$ cat config.mk
export PLATFORM = sky130hd
export DESIGN_NAME = sd_logger
export DESIGN_NICKNAME = d
export VERILOG_FILES = /design/src/verilog/logger_pkg.sv /design/src/verilog/sd_logger.sv /design/src/verilog/press_timer.sv /design/src/verilog/led_flasher.sv
export VERILOG_INCLUDE_DIRS = /design/src /design/src/verilog
export SDC_FILE = /design/constraint.sdc
export NUM_CORES = 1
export LEC_CHECK = 0
export ABC_AREA = 0
export CORE_UTILIZATION = 55
export DETAILED_ROUTE_END_ITERATION = 7
export DONT_BUFFER_PORTS = 1
export PLACE_DENSITY = 0.7
export SLEW_MARGIN = 30
export SYNTH_ARGS = -nofsm -noshare
export SYNTH_HDL_FRONTEND = slang
export SYNTH_SLANG_ARGS = --single-unit
$ cat constraint.sdc
create_clock -name clk_i -period 10.9 [get_ports clk_i]
set_clock_uncertainty 0.2 [all_clocks]
set_input_delay 0.545 -clock clk_i [delete_from_list [all_inputs] [get_ports clk_i]]
set_output_delay 0.545 -clock clk_i [all_outputs]
set_load 0.1 [all_outputs]
$ cat src/verilog/logger_cfg.svh
`ifndef LOGGER_CFG_SVH
`define LOGGER_CFG_SVH
`define A_MODE 12'h000
`define A_SAMPLE 12'h004
`define A_TRIG 12'h008
`define A_SPI 12'h00c
`define A_CMD 12'h010
`define A_STATUS 12'h014
`define A_SECONDS 12'h018
`define A_CARD 12'h01c
`define CLK_HZ 100000000
`define HOLD_MS 500
`define MIN_INTERVAL_MS 3
`define AUDIO_HZ 8000
`define SEC_CYCLES (`CLK_HZ)
`define HOLD_CYCLES (`CLK_HZ / 1000 * `HOLD_MS)
`define MS_CYCLES (`CLK_HZ / 1000)
`define AUDIO_CYCLES (`CLK_HZ / `AUDIO_HZ)
`define FAST_FLASH_CYCLES 32'd5000000
`define SLOW_FLASH_CYCLES 32'd25000000
`define PULSE_CYCLES 32'd1000
`define REC_SMALL 8'd64
`define REC_LARGE 8'd128
`define SPI_DIV_RESET 8'h04
`define INTERVAL_RESET 16'h000a
`define ERR_NONE 6'd0
`define ERR_CLOCK 6'd1
`define ERR_IDLE 6'd2
`define ERR_INIT 6'd3
`define ERR_BLOCK 6'd4
`define ERR_CSD 6'd5
`define ERR_MBR_READ 6'd6
`define ERR_MBR_END 6'd7
`define ERR_NO_PART 6'd8
`define ERR_LOG_WRITE 6'd17
`define ERR_NOT_FAT16 6'd18
`define ERR_HC 6'd20
`define ERR_VCHK_PAT 6'd21
`define ERR_VCHK_REJ 6'd22
`define ERR_OCR1 6'd23
`define ERR_OCR4 6'd26
`define ERR_WRITE 6'd29
`define ERR_DIR_FULL 6'd30
`define ERR_FAT_FULL 6'd31
`define ERR_VBR 6'd32
`endif

$ cat src/verilog/logger_pkg.sv
package logger_pkg;
   typedef enum logic [1:0] {
      MODE_DISABLED = 2'b00,
      MODE_INSERTION = 2'b01,
      MODE_BUTTON = 2'b10,
      MODE_TRIGGER = 2'b11
   } log_mode_type;
   typedef enum logic [1:0] {
      SRC_RPM = 2'b00,
      SRC_MAP = 2'b01,
      SRC_TPS = 2'b10
   } trig_src_type;
   typedef enum logic [1:0] {
      SAMP_TIMED = 2'b00,
      SAMP_TOOTH = 2'b01,
      SAMP_CYCLE = 2'b10
   } samp_type;
   typedef enum logic [1:0] {
      BLK_64 = 2'b00,
      BLK_64_STREAM = 2'b01,
      BLK_128 = 2'b10
   } blk_type;
   typedef enum logic [2:0] {
      ST_OFF = 3'b000,
      ST_INIT = 3'b001,
      ST_PREP = 3'b010,
      ST_READY = 3'b011,
      ST_LOG = 3'b100,
      ST_ERROR = 3'b101
   } log_state_type;
endpackage

$ cat src/verilog/sd_logger.sv
// The implementer's own choices: the register addresses and the APB register port.
`timescale 1ns/1ps
`include "logger_cfg.svh"
////////////////////////////////////////////////////////////////////////////
// Contract
// - After reset, prepare an empty log file before any start.
// - Button mode starts a log after a hold over half a second.
// - Button mode ends a running log on a short press.
// - LED off, solid, fast, slow, or pause then error flashes.
// - Logging indicator output is on while card logging is active.
// - Trigger or button mode pulses trigger output at recording start.
// - Modes: disabled, card insertion, button, condition triggered.
// - Triggered mode starts on engine speed, pressure or throttle.
// - Records of 64 or 128 bytes; larger halves the rate (the code samples at the same rate for both sizes).
// - Stream option records 8 kHz mono audio with records.
// - Samples timed, every tooth, or once per engine cycle.
// - Sample interval configurable, never below 3 ms.
// - Files preallocated full size; a full file starts a new one.
// - No free space: overwrite lowest-numbered files first.
// - Error 0 when fine; 1-4 card faults; 5 unsupported card.
// - Filesystem errors 6, 7, 8, 18 and 32.
// - Write errors 17, 29, 30 and 31.
// - Negotiation errors 20, 21-22 and 23-26.
// - SPI clock rate toward the card is configurable.
// - Reset zeroes seconds counter and logs a reset marker.
// - GPS interleave inserts CAN GPS records into the log.
module sd_logger
   import logger_pkg::*;
#(
   parameter int HOLD = `HOLD_CYCLES,
   parameter int SEC = `SEC_CYCLES,
   parameter int MS = `MS_CYCLES,
   parameter int AUDIO = `AUDIO_CYCLES,
   parameter int MAX_FILES = 16
) (
   input wire logic clk_i,
   input wire logic rst_b_i,
   input wire logic psel,
   input wire logic penable,
   input wire logic pwrite,
   input wire logic [11:0] paddr,
   input wire logic [31:0] pwdata,
   output logic [31:0] prdata,
   output logic pready,
   output logic pslverr,
   input wire logic card_present_i,
   input wire logic button_i,
   input wire logic [15:0] rpm_i,
   input wire logic [15:0] map_i,
   input wire logic [15:0] tps_i,
   input wire logic tooth_i,
   input wire logic cycle_i,
   input wire logic [11:0] audio_i,
   input wire logic gps_valid_i,
   input wire logic [31:0] gps_data_i,
   input wire logic card_done_i,
   input wire logic [5:0] card_err_i,
   output logic card_init_o,
   output logic card_prep_o,
   output logic spi_tick_o,
   output logic rec_valid_o,
   output logic [1:0] rec_kind_o,
   output logic [31:0] rec_data_o,
   output logic [7:0] rec_bytes_o,
   output logic [15:0] file_index_o,
   output logic led_o,
   output logic log_active_o,
   output logic trig_pulse_o
);
   import logger_pkg::*;

   localparam logic [1:0] KIND_DATA = 2'd0;
   localparam logic [1:0] KIND_AUDIO = 2'd1;
   localparam logic [1:0] KIND_GPS = 2'd2;
   localparam logic [1:0] KIND_MARK = 2'd3;

   typedef struct packed {
      log_state_type st;
      log_mode_type mode;
      trig_src_type src;
      samp_type samp;
      blk_type blk;
      logic gps_en;
      logic [15:0] interval;
      logic [15:0] threshold;
      logic [31:0] file_len;
      logic [7:0] spi_div;
      logic [7:0] spi_cnt;
      logic [5:0] err;
      logic [31:0] sec_cnt;
      logic [31:0] seconds;
      logic [31:0] ms_cnt;
      logic [15:0] iv_cnt;
      logic [31:0] au_cnt;
      logic [31:0] file_used;
      logic [15:0] file_idx;
      logic [15:0] files_free;
      logic mark_pending;
      logic sw_start;
      logic sw_stop;
      logic [31:0] pulse_cnt;
      logic [31:0] rdata;
      logic rec_valid;
      logic [1:0] rec_kind;
      logic [31:0] rec_data;
   } core_type;
   core_type s, next_s;

   logic hold_long;
   logic hold_short;
   logic wr;
   logic ms_tick;
   logic sample_ev;
   logic trig_hit;
   logic stop_ev;
   logic [15:0] trig_val;

   press_timer #(
      .HOLD(HOLD)
   ) u_press (
      .clk_i(clk_i),
      .rst_b_i(rst_b_i),
      .button_i(button_i),
      .long_o(hold_long),
      .short_o(hold_short)
   );

   led_flasher u_led (
      .clk_i(clk_i),
      .rst_b_i(rst_b_i),
      .state_i(s.st),
      .code_i(s.err),
      .led_o(led_o)
   );

   function automatic logic [15:0] clamp_interval(input logic [15:0] v);
      clamp_interval = (v < 16'(`MIN_INTERVAL_MS)) ? 16'(`MIN_INTERVAL_MS)
                       : v;
   endfunction

   ////////////////////////////////////////////////////////////////////////
   // APB decode, zero wait states
   assign wr = psel && penable && pwrite;
   assign pready = 1'b1;
   assign pslverr = 1'b0;
   assign prdata = s.rdata;

   ////////////////////////////////////////////////////////////////////////
   // Event decode
   always_comb begin
      case (s.src)
         SRC_MAP: trig_val = map_i;
         SRC_TPS: trig_val = tps_i;
         default: trig_val = rpm_i;
      endcase
   end
   assign trig_hit = trig_val >= s.threshold;
   assign ms_tick = s.ms_cnt >= 32'(MS - 1);
   always_comb begin
      case (s.samp)
         SAMP_TOOTH: sample_ev = tooth_i;
         SAMP_CYCLE: sample_ev = cycle_i;
         default: sample_ev = ms_tick && (s.iv_cnt >= s.interval - 16'd1);
      endcase
   end
   always_comb begin
      case (s.mode)
         MODE_BUTTON: stop_ev = hold_short || s.sw_stop;
         MODE_TRIGGER: stop_ev = !trig_hit || s.sw_stop;
         MODE_INSERTION: stop_ev = !card_present_i || s.sw_stop;
         default: stop_ev = 1'b1;
      endcase
   end

   ////////////////////////////////////////////////////////////////////////
   // Core
   always_comb begin
      next_s = s;
      next_s.rec_valid = 1'b0;
      next_s.sw_start = 1'b0;
      next_s.sw_stop = 1'b0;
      // Seconds since start restart at reset
      next_s.sec_cnt = s.sec_cnt + 32'd1;
      if (s.sec_cnt >= 32'(SEC - 1)) begin
         next_s.sec_cnt = 32'd0;
         next_s.seconds = s.seconds + 32'd1;
      end
      next_s.ms_cnt = ms_tick ? 32'd0 : s.ms_cnt + 32'd1;
      if (ms_tick) begin
         next_s.iv_cnt = (s.iv_cnt >= s.interval - 16'd1) ? 16'd0
                         : s.iv_cnt + 16'd1;
      end
      next_s.spi_cnt = (s.spi_cnt >= s.spi_div) ? 8'd0
                       : s.spi_cnt + 8'd1;
      next_s.au_cnt = (s.au_cnt >= 32'(AUDIO - 1)) ? 32'd0
                      : s.au_cnt + 32'd1;
      if (s.pulse_cnt != 32'd0) begin
         next_s.pulse_cnt = s.pulse_cnt - 32'd1;
      end
      if (psel && !penable) begin
         case (paddr)
            `A_MODE: next_s.rdata = {23'd0, s.gps_en, 2'(s.blk),
                                     2'(s.samp), 2'(s.src), 2'(s.mode)};
            `A_SAMPLE: next_s.rdata = {16'd0, s.interval};
            `A_TRIG: next_s.rdata = {16'd0, s.threshold};
            `A_SPI: next_s.rdata = {24'd0, s.spi_div};
            `A_CMD: next_s.rdata = s.file_len;
            `A_STATUS: next_s.rdata = {7'd0, s.file_idx, 3'(s.st), s.err};
            `A_SECONDS: next_s.rdata = s.seconds;
            `A_CARD: next_s.rdata = {16'd0, s.files_free};
            default: next_s.rdata = 32'd0;
         endcase
      end
      if (wr) begin
         case (paddr)
            `A_MODE: begin
               next_s.mode = log_mode_type'(pwdata[1:0]);
               next_s.src = trig_src_type'(pwdata[3:2]);
               next_s.samp = samp_type'(pwdata[5:4]);
               next_s.blk = blk_type'(pwdata[7:6]);
               next_s.gps_en = pwdata[8];
            end
            `A_SAMPLE: next_s.interval = clamp_interval(pwdata[15:0]);
            `A_TRIG: next_s.threshold = pwdata[15:0];
            `A_SPI: next_s.spi_div = pwdata[7:0];
            `A_CMD: begin
               next_s.file_len = pwdata;
               next_s.sw_start = 1'b0;
            end
            `A_CARD: begin
               next_s.sw_start = pwdata[0];
               next_s.sw_stop = pwdata[1];
               next_s.files_free = pwdata[31:16];
            end
            default: next_s.rdata = s.rdata;
         endcase
      end
      case (s.st)
         ST_OFF: begin
            if (s.mode != MODE_DISABLED && card_present_i) begin
               next_s.st = ST_INIT;
            end
         end
         ST_INIT: begin
            if (card_err_i != `ERR_NONE) begin
               next_s.err = card_err_i;
               next_s.st = ST_ERROR;
            end else if (card_done_i) begin
               next_s.err = `ERR_NONE;
               next_s.st = ST_PREP;
            end
         end
         ST_PREP: begin
            if (card_err_i != `ERR_NONE) begin
               next_s.err = card_err_i;
               next_s.st = ST_ERROR;
            end else if (card_done_i) begin
               next_s.st = ST_READY;
            end
         end
         ST_READY: begin
            if ((s.mode == MODE_INSERTION && card_present_i)
                || (s.mode == MODE_BUTTON && hold_long)
                || (s.mode == MODE_TRIGGER && trig_hit)
                || s.sw_start) begin
               next_s.st = ST_LOG;
               next_s.file_used = 32'd0;
               if (s.mode == MODE_BUTTON || s.mode == MODE_TRIGGER) begin
                  next_s.pulse_cnt = `PULSE_CYCLES;
               end
            end else if (s.mode == MODE_DISABLED) begin
               next_s.st = ST_OFF;
            end
         end
         ST_LOG: begin
            if (card_err_i != `ERR_NONE) begin
               next_s.err = card_err_i;
               next_s.st = ST_ERROR;
            end else if (stop_ev) begin
               // Next empty file prepared for the next log
               next_s.st = ST_PREP;
               next_s.file_idx = s.file_idx + 16'd1;
            end else if (s.mark_pending) begin
               next_s.rec_valid = 1'b1;
               next_s.rec_kind = KIND_MARK;
               next_s.rec_data = s.seconds;
               next_s.mark_pending = 1'b0;
            end else if (sample_ev) begin
               next_s.rec_valid = 1'b1;
               next_s.rec_kind = KIND_DATA;
               next_s.rec_data = {rpm_i, map_i};
               next_s.file_used = s.file_used
                  + ((s.blk == BLK_128) ? 32'(`REC_LARGE)
                     : 32'(`REC_SMALL));
            end else if (s.gps_en && gps_valid_i) begin
               next_s.rec_valid = 1'b1;
               next_s.rec_kind = KIND_GPS;
               next_s.rec_data = gps_data_i;
            end else if (s.blk == BLK_64_STREAM && s.au_cnt == 32'd0) begin
               next_s.rec_valid = 1'b1;
               next_s.rec_kind = KIND_AUDIO;
               next_s.rec_data = {20'd0, audio_i};
            end
            if (!stop_ev && s.file_used >= s.file_len
                && s.file_len != 32'd0) begin
               next_s.file_used = 32'd0;
               if (s.files_free == 16'd0
                   || s.file_idx >= 16'(MAX_FILES - 1)) begin
                  next_s.file_idx = 16'd0;
               end else begin
                  next_s.file_idx = s.file_idx + 16'd1;
                  next_s.files_free = s.files_free - 16'd1;
               end
            end
         end
         ST_ERROR: begin
            if (s.sw_start || !card_present_i) begin
               next_s.st = ST_OFF;
            end
         end
         default: next_s.st = ST_OFF;
      endcase
   end

   always_ff @(posedge clk_i or negedge rst_b_i) begin
      if (!rst_b_i) begin
         s <= '0;
         s.mode <= MODE_INSERTION;
         s.interval <= `INTERVAL_RESET;
         s.spi_div <= `SPI_DIV_RESET;
         s.mark_pending <= 1'b1;
      end else begin
         s <= next_s;
      end
   end

   assign card_init_o = s.st == ST_INIT;
   assign card_prep_o = s.st == ST_PREP;
   assign spi_tick_o = s.spi_cnt == 8'd0;
   assign rec_valid_o = s.rec_valid;
   assign rec_kind_o = s.rec_kind;
   assign rec_data_o = s.rec_data;
   assign rec_bytes_o = (s.blk == BLK_128) ? `REC_LARGE : `REC_SMALL;
   assign file_index_o = s.file_idx;
   assign log_active_o = s.st == ST_LOG;
   assign trig_pulse_o = s.pulse_cnt != 32'd0;
endmodule

$ cat src/verilog/press_timer.sv
`timescale 1ns/1ps
`include "logger_cfg.svh"
module press_timer #(
   parameter int HOLD = `HOLD_CYCLES
) (
   input wire logic clk_i,
   input wire logic rst_b_i,
   input wire logic button_i,
   output logic long_o,
   output logic short_o
);
   typedef struct packed {
      logic [31:0] count;
      logic fired;
      logic long_ev;
      logic short_ev;
   } press_type;
   press_type s, next_s;

   always_comb begin
      next_s = s;
      next_s.long_ev = 1'b0;
      next_s.short_ev = 1'b0;
      if (button_i) begin
         if (s.count != 32'hffffffff) begin
            next_s.count = s.count + 32'd1;
         end
         // Long hold fires once, while still pressed
         if (!s.fired && s.count >= 32'(HOLD)) begin
            next_s.long_ev = 1'b1;
            next_s.fired = 1'b1;
         end
      end else begin
         if (s.count != 32'd0 && !s.fired) begin
            next_s.short_ev = 1'b1;
         end
         next_s.count = 32'd0;
         next_s.fired = 1'b0;
      end
   end

   always_ff @(posedge clk_i or negedge rst_b_i) begin
      if (!rst_b_i) begin
         s <= '0;
      end else begin
         s <= next_s;
      end
   end

   assign long_o = s.long_ev;
   assign short_o = s.short_ev;
endmodule

$ cat src/verilog/led_flasher.sv
`timescale 1ns/1ps
`include "logger_cfg.svh"
module led_flasher
   import logger_pkg::*;
(
   input wire logic clk_i,
   input wire logic rst_b_i,
   input logger_pkg::log_state_type state_i,
   input wire logic [5:0] code_i,
   output logic led_o
);
   import logger_pkg::*;
   typedef struct packed {
      logic [31:0] timer;
      logic phase;
      logic [6:0] step;
      logic led;
   } flash_type;
   flash_type s, next_s;
   logic [31:0] period;

   always_comb begin
      next_s = s;
      period = (state_i == ST_LOG) ? `SLOW_FLASH_CYCLES : `FAST_FLASH_CYCLES;
      if (s.timer >= period) begin
         next_s.timer = 32'd0;
         next_s.phase = ~s.phase;
         // Error: eight idle steps then code_i + 1 blinks
         if (s.phase) begin
            next_s.step = (s.step >= 7'({code_i, 1'b0} + 7'd8)) ? 7'd0
                          : s.step + 7'd1;
         end
      end else begin
         next_s.timer = s.timer + 32'd1;
      end
      case (state_i)
         ST_OFF: next_s.led = 1'b0;
         ST_READY: next_s.led = 1'b1;
         ST_INIT, ST_PREP: next_s.led = s.phase;
         ST_LOG: next_s.led = s.phase;
         ST_ERROR: next_s.led = (s.step >= 7'd8) && !s.step[0];
         default: next_s.led = 1'b0;
      endcase
   end

   always_ff @(posedge clk_i or negedge rst_b_i) begin
      if (!rst_b_i) begin
         s <= '0;
      end else begin
         s <= next_s;
      end
   end

   assign led_o = s.led;
endmodule

==> results_dict.tcl <==
set metrics [dict create \
    ys_types 90 \
    core_um2 47700 \
    clkLatencyLatePin_ps 610 \
    place_ws_ps 5640 \
    vias_per_cell 6.23 \
    fin_tns_setup_ps 0 \
    gp_congestion 0.933 \
    syn_to_final_growth_pct 9.14 \
    cts_hold_buf 50 \
    postLayoutCellArea_um2 29100 \
    totalWireLength_mm 74.0 \
    cp_slowest_stage_delay_ps 970 \
    leakage_nw 12.6 \
    period_share_pct 49.4 \
    num_antenna_cells 0 \
    cp_slowest_cell "and3b_2" \
    rows 80 \
    grt_usage_pct 29.8 \
    cts_root_buf "clkbuf_16" \
    ys_ff_latch 478 \
    io_pins 252 \
    ir_worst_vdd_mv 0.145 \
    critPathLaunchType "register" \
    p_per_area_nw_per_um2 158 \
    dp_hpwl_mm 51.8 \
    synth_largest_area_cell "dfrtp_1" \
    antenna_found_initial 4 \
    fmax_mhz 186 \
    gr-total-overflow 0 \
    worst_pin_slew_ps 1350 \
    layout_common_cells "dfrtp_1, nand2_1, nor2_1, o21ai_0, inv_1" \
    die_y_um 222 \
    cts_made_buffers 52 \
    finalHoldViolations 474 \
    drv_slew 0 \
    cts_max_path_buffers 3 \
    r2r_cells 11 \
    fill_cells 4074 \
    final_util_pct 60.9 \
    setup_ws_ps 5520 \
    rsz0062_at_grt "false" \
    layoutNonFillerInstCount 3461 \
    whs_ps -572 \
    worst-path-stages 11 \
    grt_pass1_vias 20700 \
    syn-cell-area_um2 26600 \
    worstSetupEndpointType "register" \
    clkTransAtPathRegs_ps 60 \
    arrival_ps 5720 \
    dp.cells 3316 \
    min_period_ps 5380 \
    wl_per_cell_um 21.4 \
    cp.buffers_inverters 1 \
    layout_commonest_cell "dfrtp_1" \
    synthCells 2837 \
    path_common_cell "ha_1" \
    crit_family "simple AND/OR/NAND/NOR gates" \
    synth_seq_area_share_pct 44.9 \
    grt_max_degree 479 \
    dpl_cell_area_um2 26700 \
    firstDrtPassIters 8 \
    die_width_um 222 \
    postCtsSetupRepairBufs 0 \
    portBuffers 0 \
    ys.warnings.count 0 \
    cts_sinks 478 \
    cts-resized-gates 0 \
    die_area_um2 49300 \
    fin_total_pwr_mw 4.58 \
    cts_tree "built" \
    slew-limit-headroom_pct 9.75 \
    drtIter0Drc 2145 \
    drive_gt1_share_pct 7.80 \
    yosys.area.top_type_share_pct 44.4 \
    timing.max_cap.violations 0 \
    nets 3064 \
    grt_pass1_wl_mm 116 \
    path_cells "inv_1 > ha_1 > o21ai_0 > ha_1 > nand3_1 > or3_1 > o211a_2 > nor3_2 > and3b_2 > mux2_4 > a211oi_2" \
    ys.flop_type "dfrtp_1" \
    synth_edf_count 0 \
    status "finished with violations" \
    synth_area_leaders "dfrtp_1, ha_1, nand2_1, nor2_1, xnor2_1" \
    avgSynthCellArea_um2 9.39 \
    hp-class "input port to asynchronous set/reset pin" \
    violations "design-rule violations, negative hold slack" \
    critPathKind "register to register" \
    path_max_fanout 46 \
    start_util_pct 55.8 \
    post-route-drc-count 6 \
    required_ps 11240 \
    routed-via-count 21600 \
    setup_viol 0 \
    async_flop_share_pct 100 \
    h-tree-depth 2 \
    postRouteAntennaNets 0 \
]
-- worst reg2reg max path, stage by stage (launching register included) --
cell	delay [ps]
dfrtp_1	410
inv_1	80
ha_1	820
o21ai_0	240
ha_1	340
nand3_1	100
or3_1	430
o211a_2	340
nor3_2	810
and3b_2	970
mux2_4	370
a211oi_2	200
-- cell type report --
cell class	count	area (µm²)	share of cell area, %
well taps	615	769	2.65
clock inverters	30	395	1.36
inverters	127	477	1.64
clock buffers	65	1440	4.96
multi-input cells	2066	13300	45.6
repair buffers	80	761	2.62
flip-flops and latches	478	12000	41.2
-- cell families (layout without fill, tap and decap cells) --
family,after synthesis,in the layout,synth area share [%]
adder cells (fa/ha/maj),106,106,5.01
multiplexers,74,74,2.96
XOR/XNOR,178,178,5.85
AO/OA/AOI/OAI,559,559,14.4
buffers and inverters,343,302,6.32
other,2,52,0.0282
flip-flops,478,478,44.9
AND/OR/NAND/NOR,1097,1097,20.5
-- cells in the mapped netlist (15+ instances only) --
master / instances
buf_4: 96
and4_1: 18
o31a_1: 15
mux2i_1: 39
a21o_1: 18
nand2_1: 309
and2_1: 43
clkbuf_1: 98
ha_1: 105
or4_1: 20
inv_1: 126
nor2b_1: 24
nor4_1: 52
nor2_1: 246
xor2_1: 79
nand3_1: 100
nor3_1: 53
a211oi_1: 60
a22oi_1: 43
xnor2_1: 99
or3_1: 26
dfrtp_1: 473
o31ai_1: 38
and3_1: 82
o21ai_0: 164
a21oi_1: 64
nand4_1: 66
a222oi_1: 16
nand2b_1: 18
mux2_2: 34
-- flip-flops by register name, summed over array words and instances (netlist names) --
| name | flops |
|---|---|
| u_led.s | 40 |
| u_led.led_o | 1 |
| u_press.short_o | 1 |
| rec_valid_o | 1 |
| file_index_o | 16 |
| u_press.s | 33 |
| prdata | 32 |
| s | 319 |
| rec_data_o | 32 |
| rec_kind_o | 2 |
| u_press.long_o | 1 |
-- path summary, 6_finish.rpt --
check / slack [ps] / to / startpoint
setup / recovery: 5520 / s[106]$_DFF_PN0_ / s[401]$_DFFE_PN0P_
hold / removal: -570 / rec_data_o[20]$_DFFE_PN0P_ / rst_b_i
setup reg to reg: 5520 / s[106]$_DFF_PN0_ / s[401]$_DFFE_PN0P_
hold reg to reg: 270 / u_press.short_o$_DFF_PN0_ / u_press.s[2]$_DFFE_PN0P_
max in group asynchronous: 9960 / s[165]$_DFFE_PN0P_ / rst_b_i
min in group clk_i: 20 / rec_data_o[22]$_DFFE_PN0P_ / rpm_i[6]
-- power breakdown --
part           internal, mW  total [mW]  switching, mW
clock                  1.15        1.90          0.749
sequential             1.85        2.01          0.167
combinational         0.239       0.674          0.435
-- routing by layer --
metal | GRT usage, % | wire [µm]
met4 | 12.7 | 3180
met5 | 0 | 43
met2 | 46.2 | 33500
met1 | 40.4 | 31100
met3 | 6.56 | 6220
Note: power is estimated with default switching activity, not from simulation.
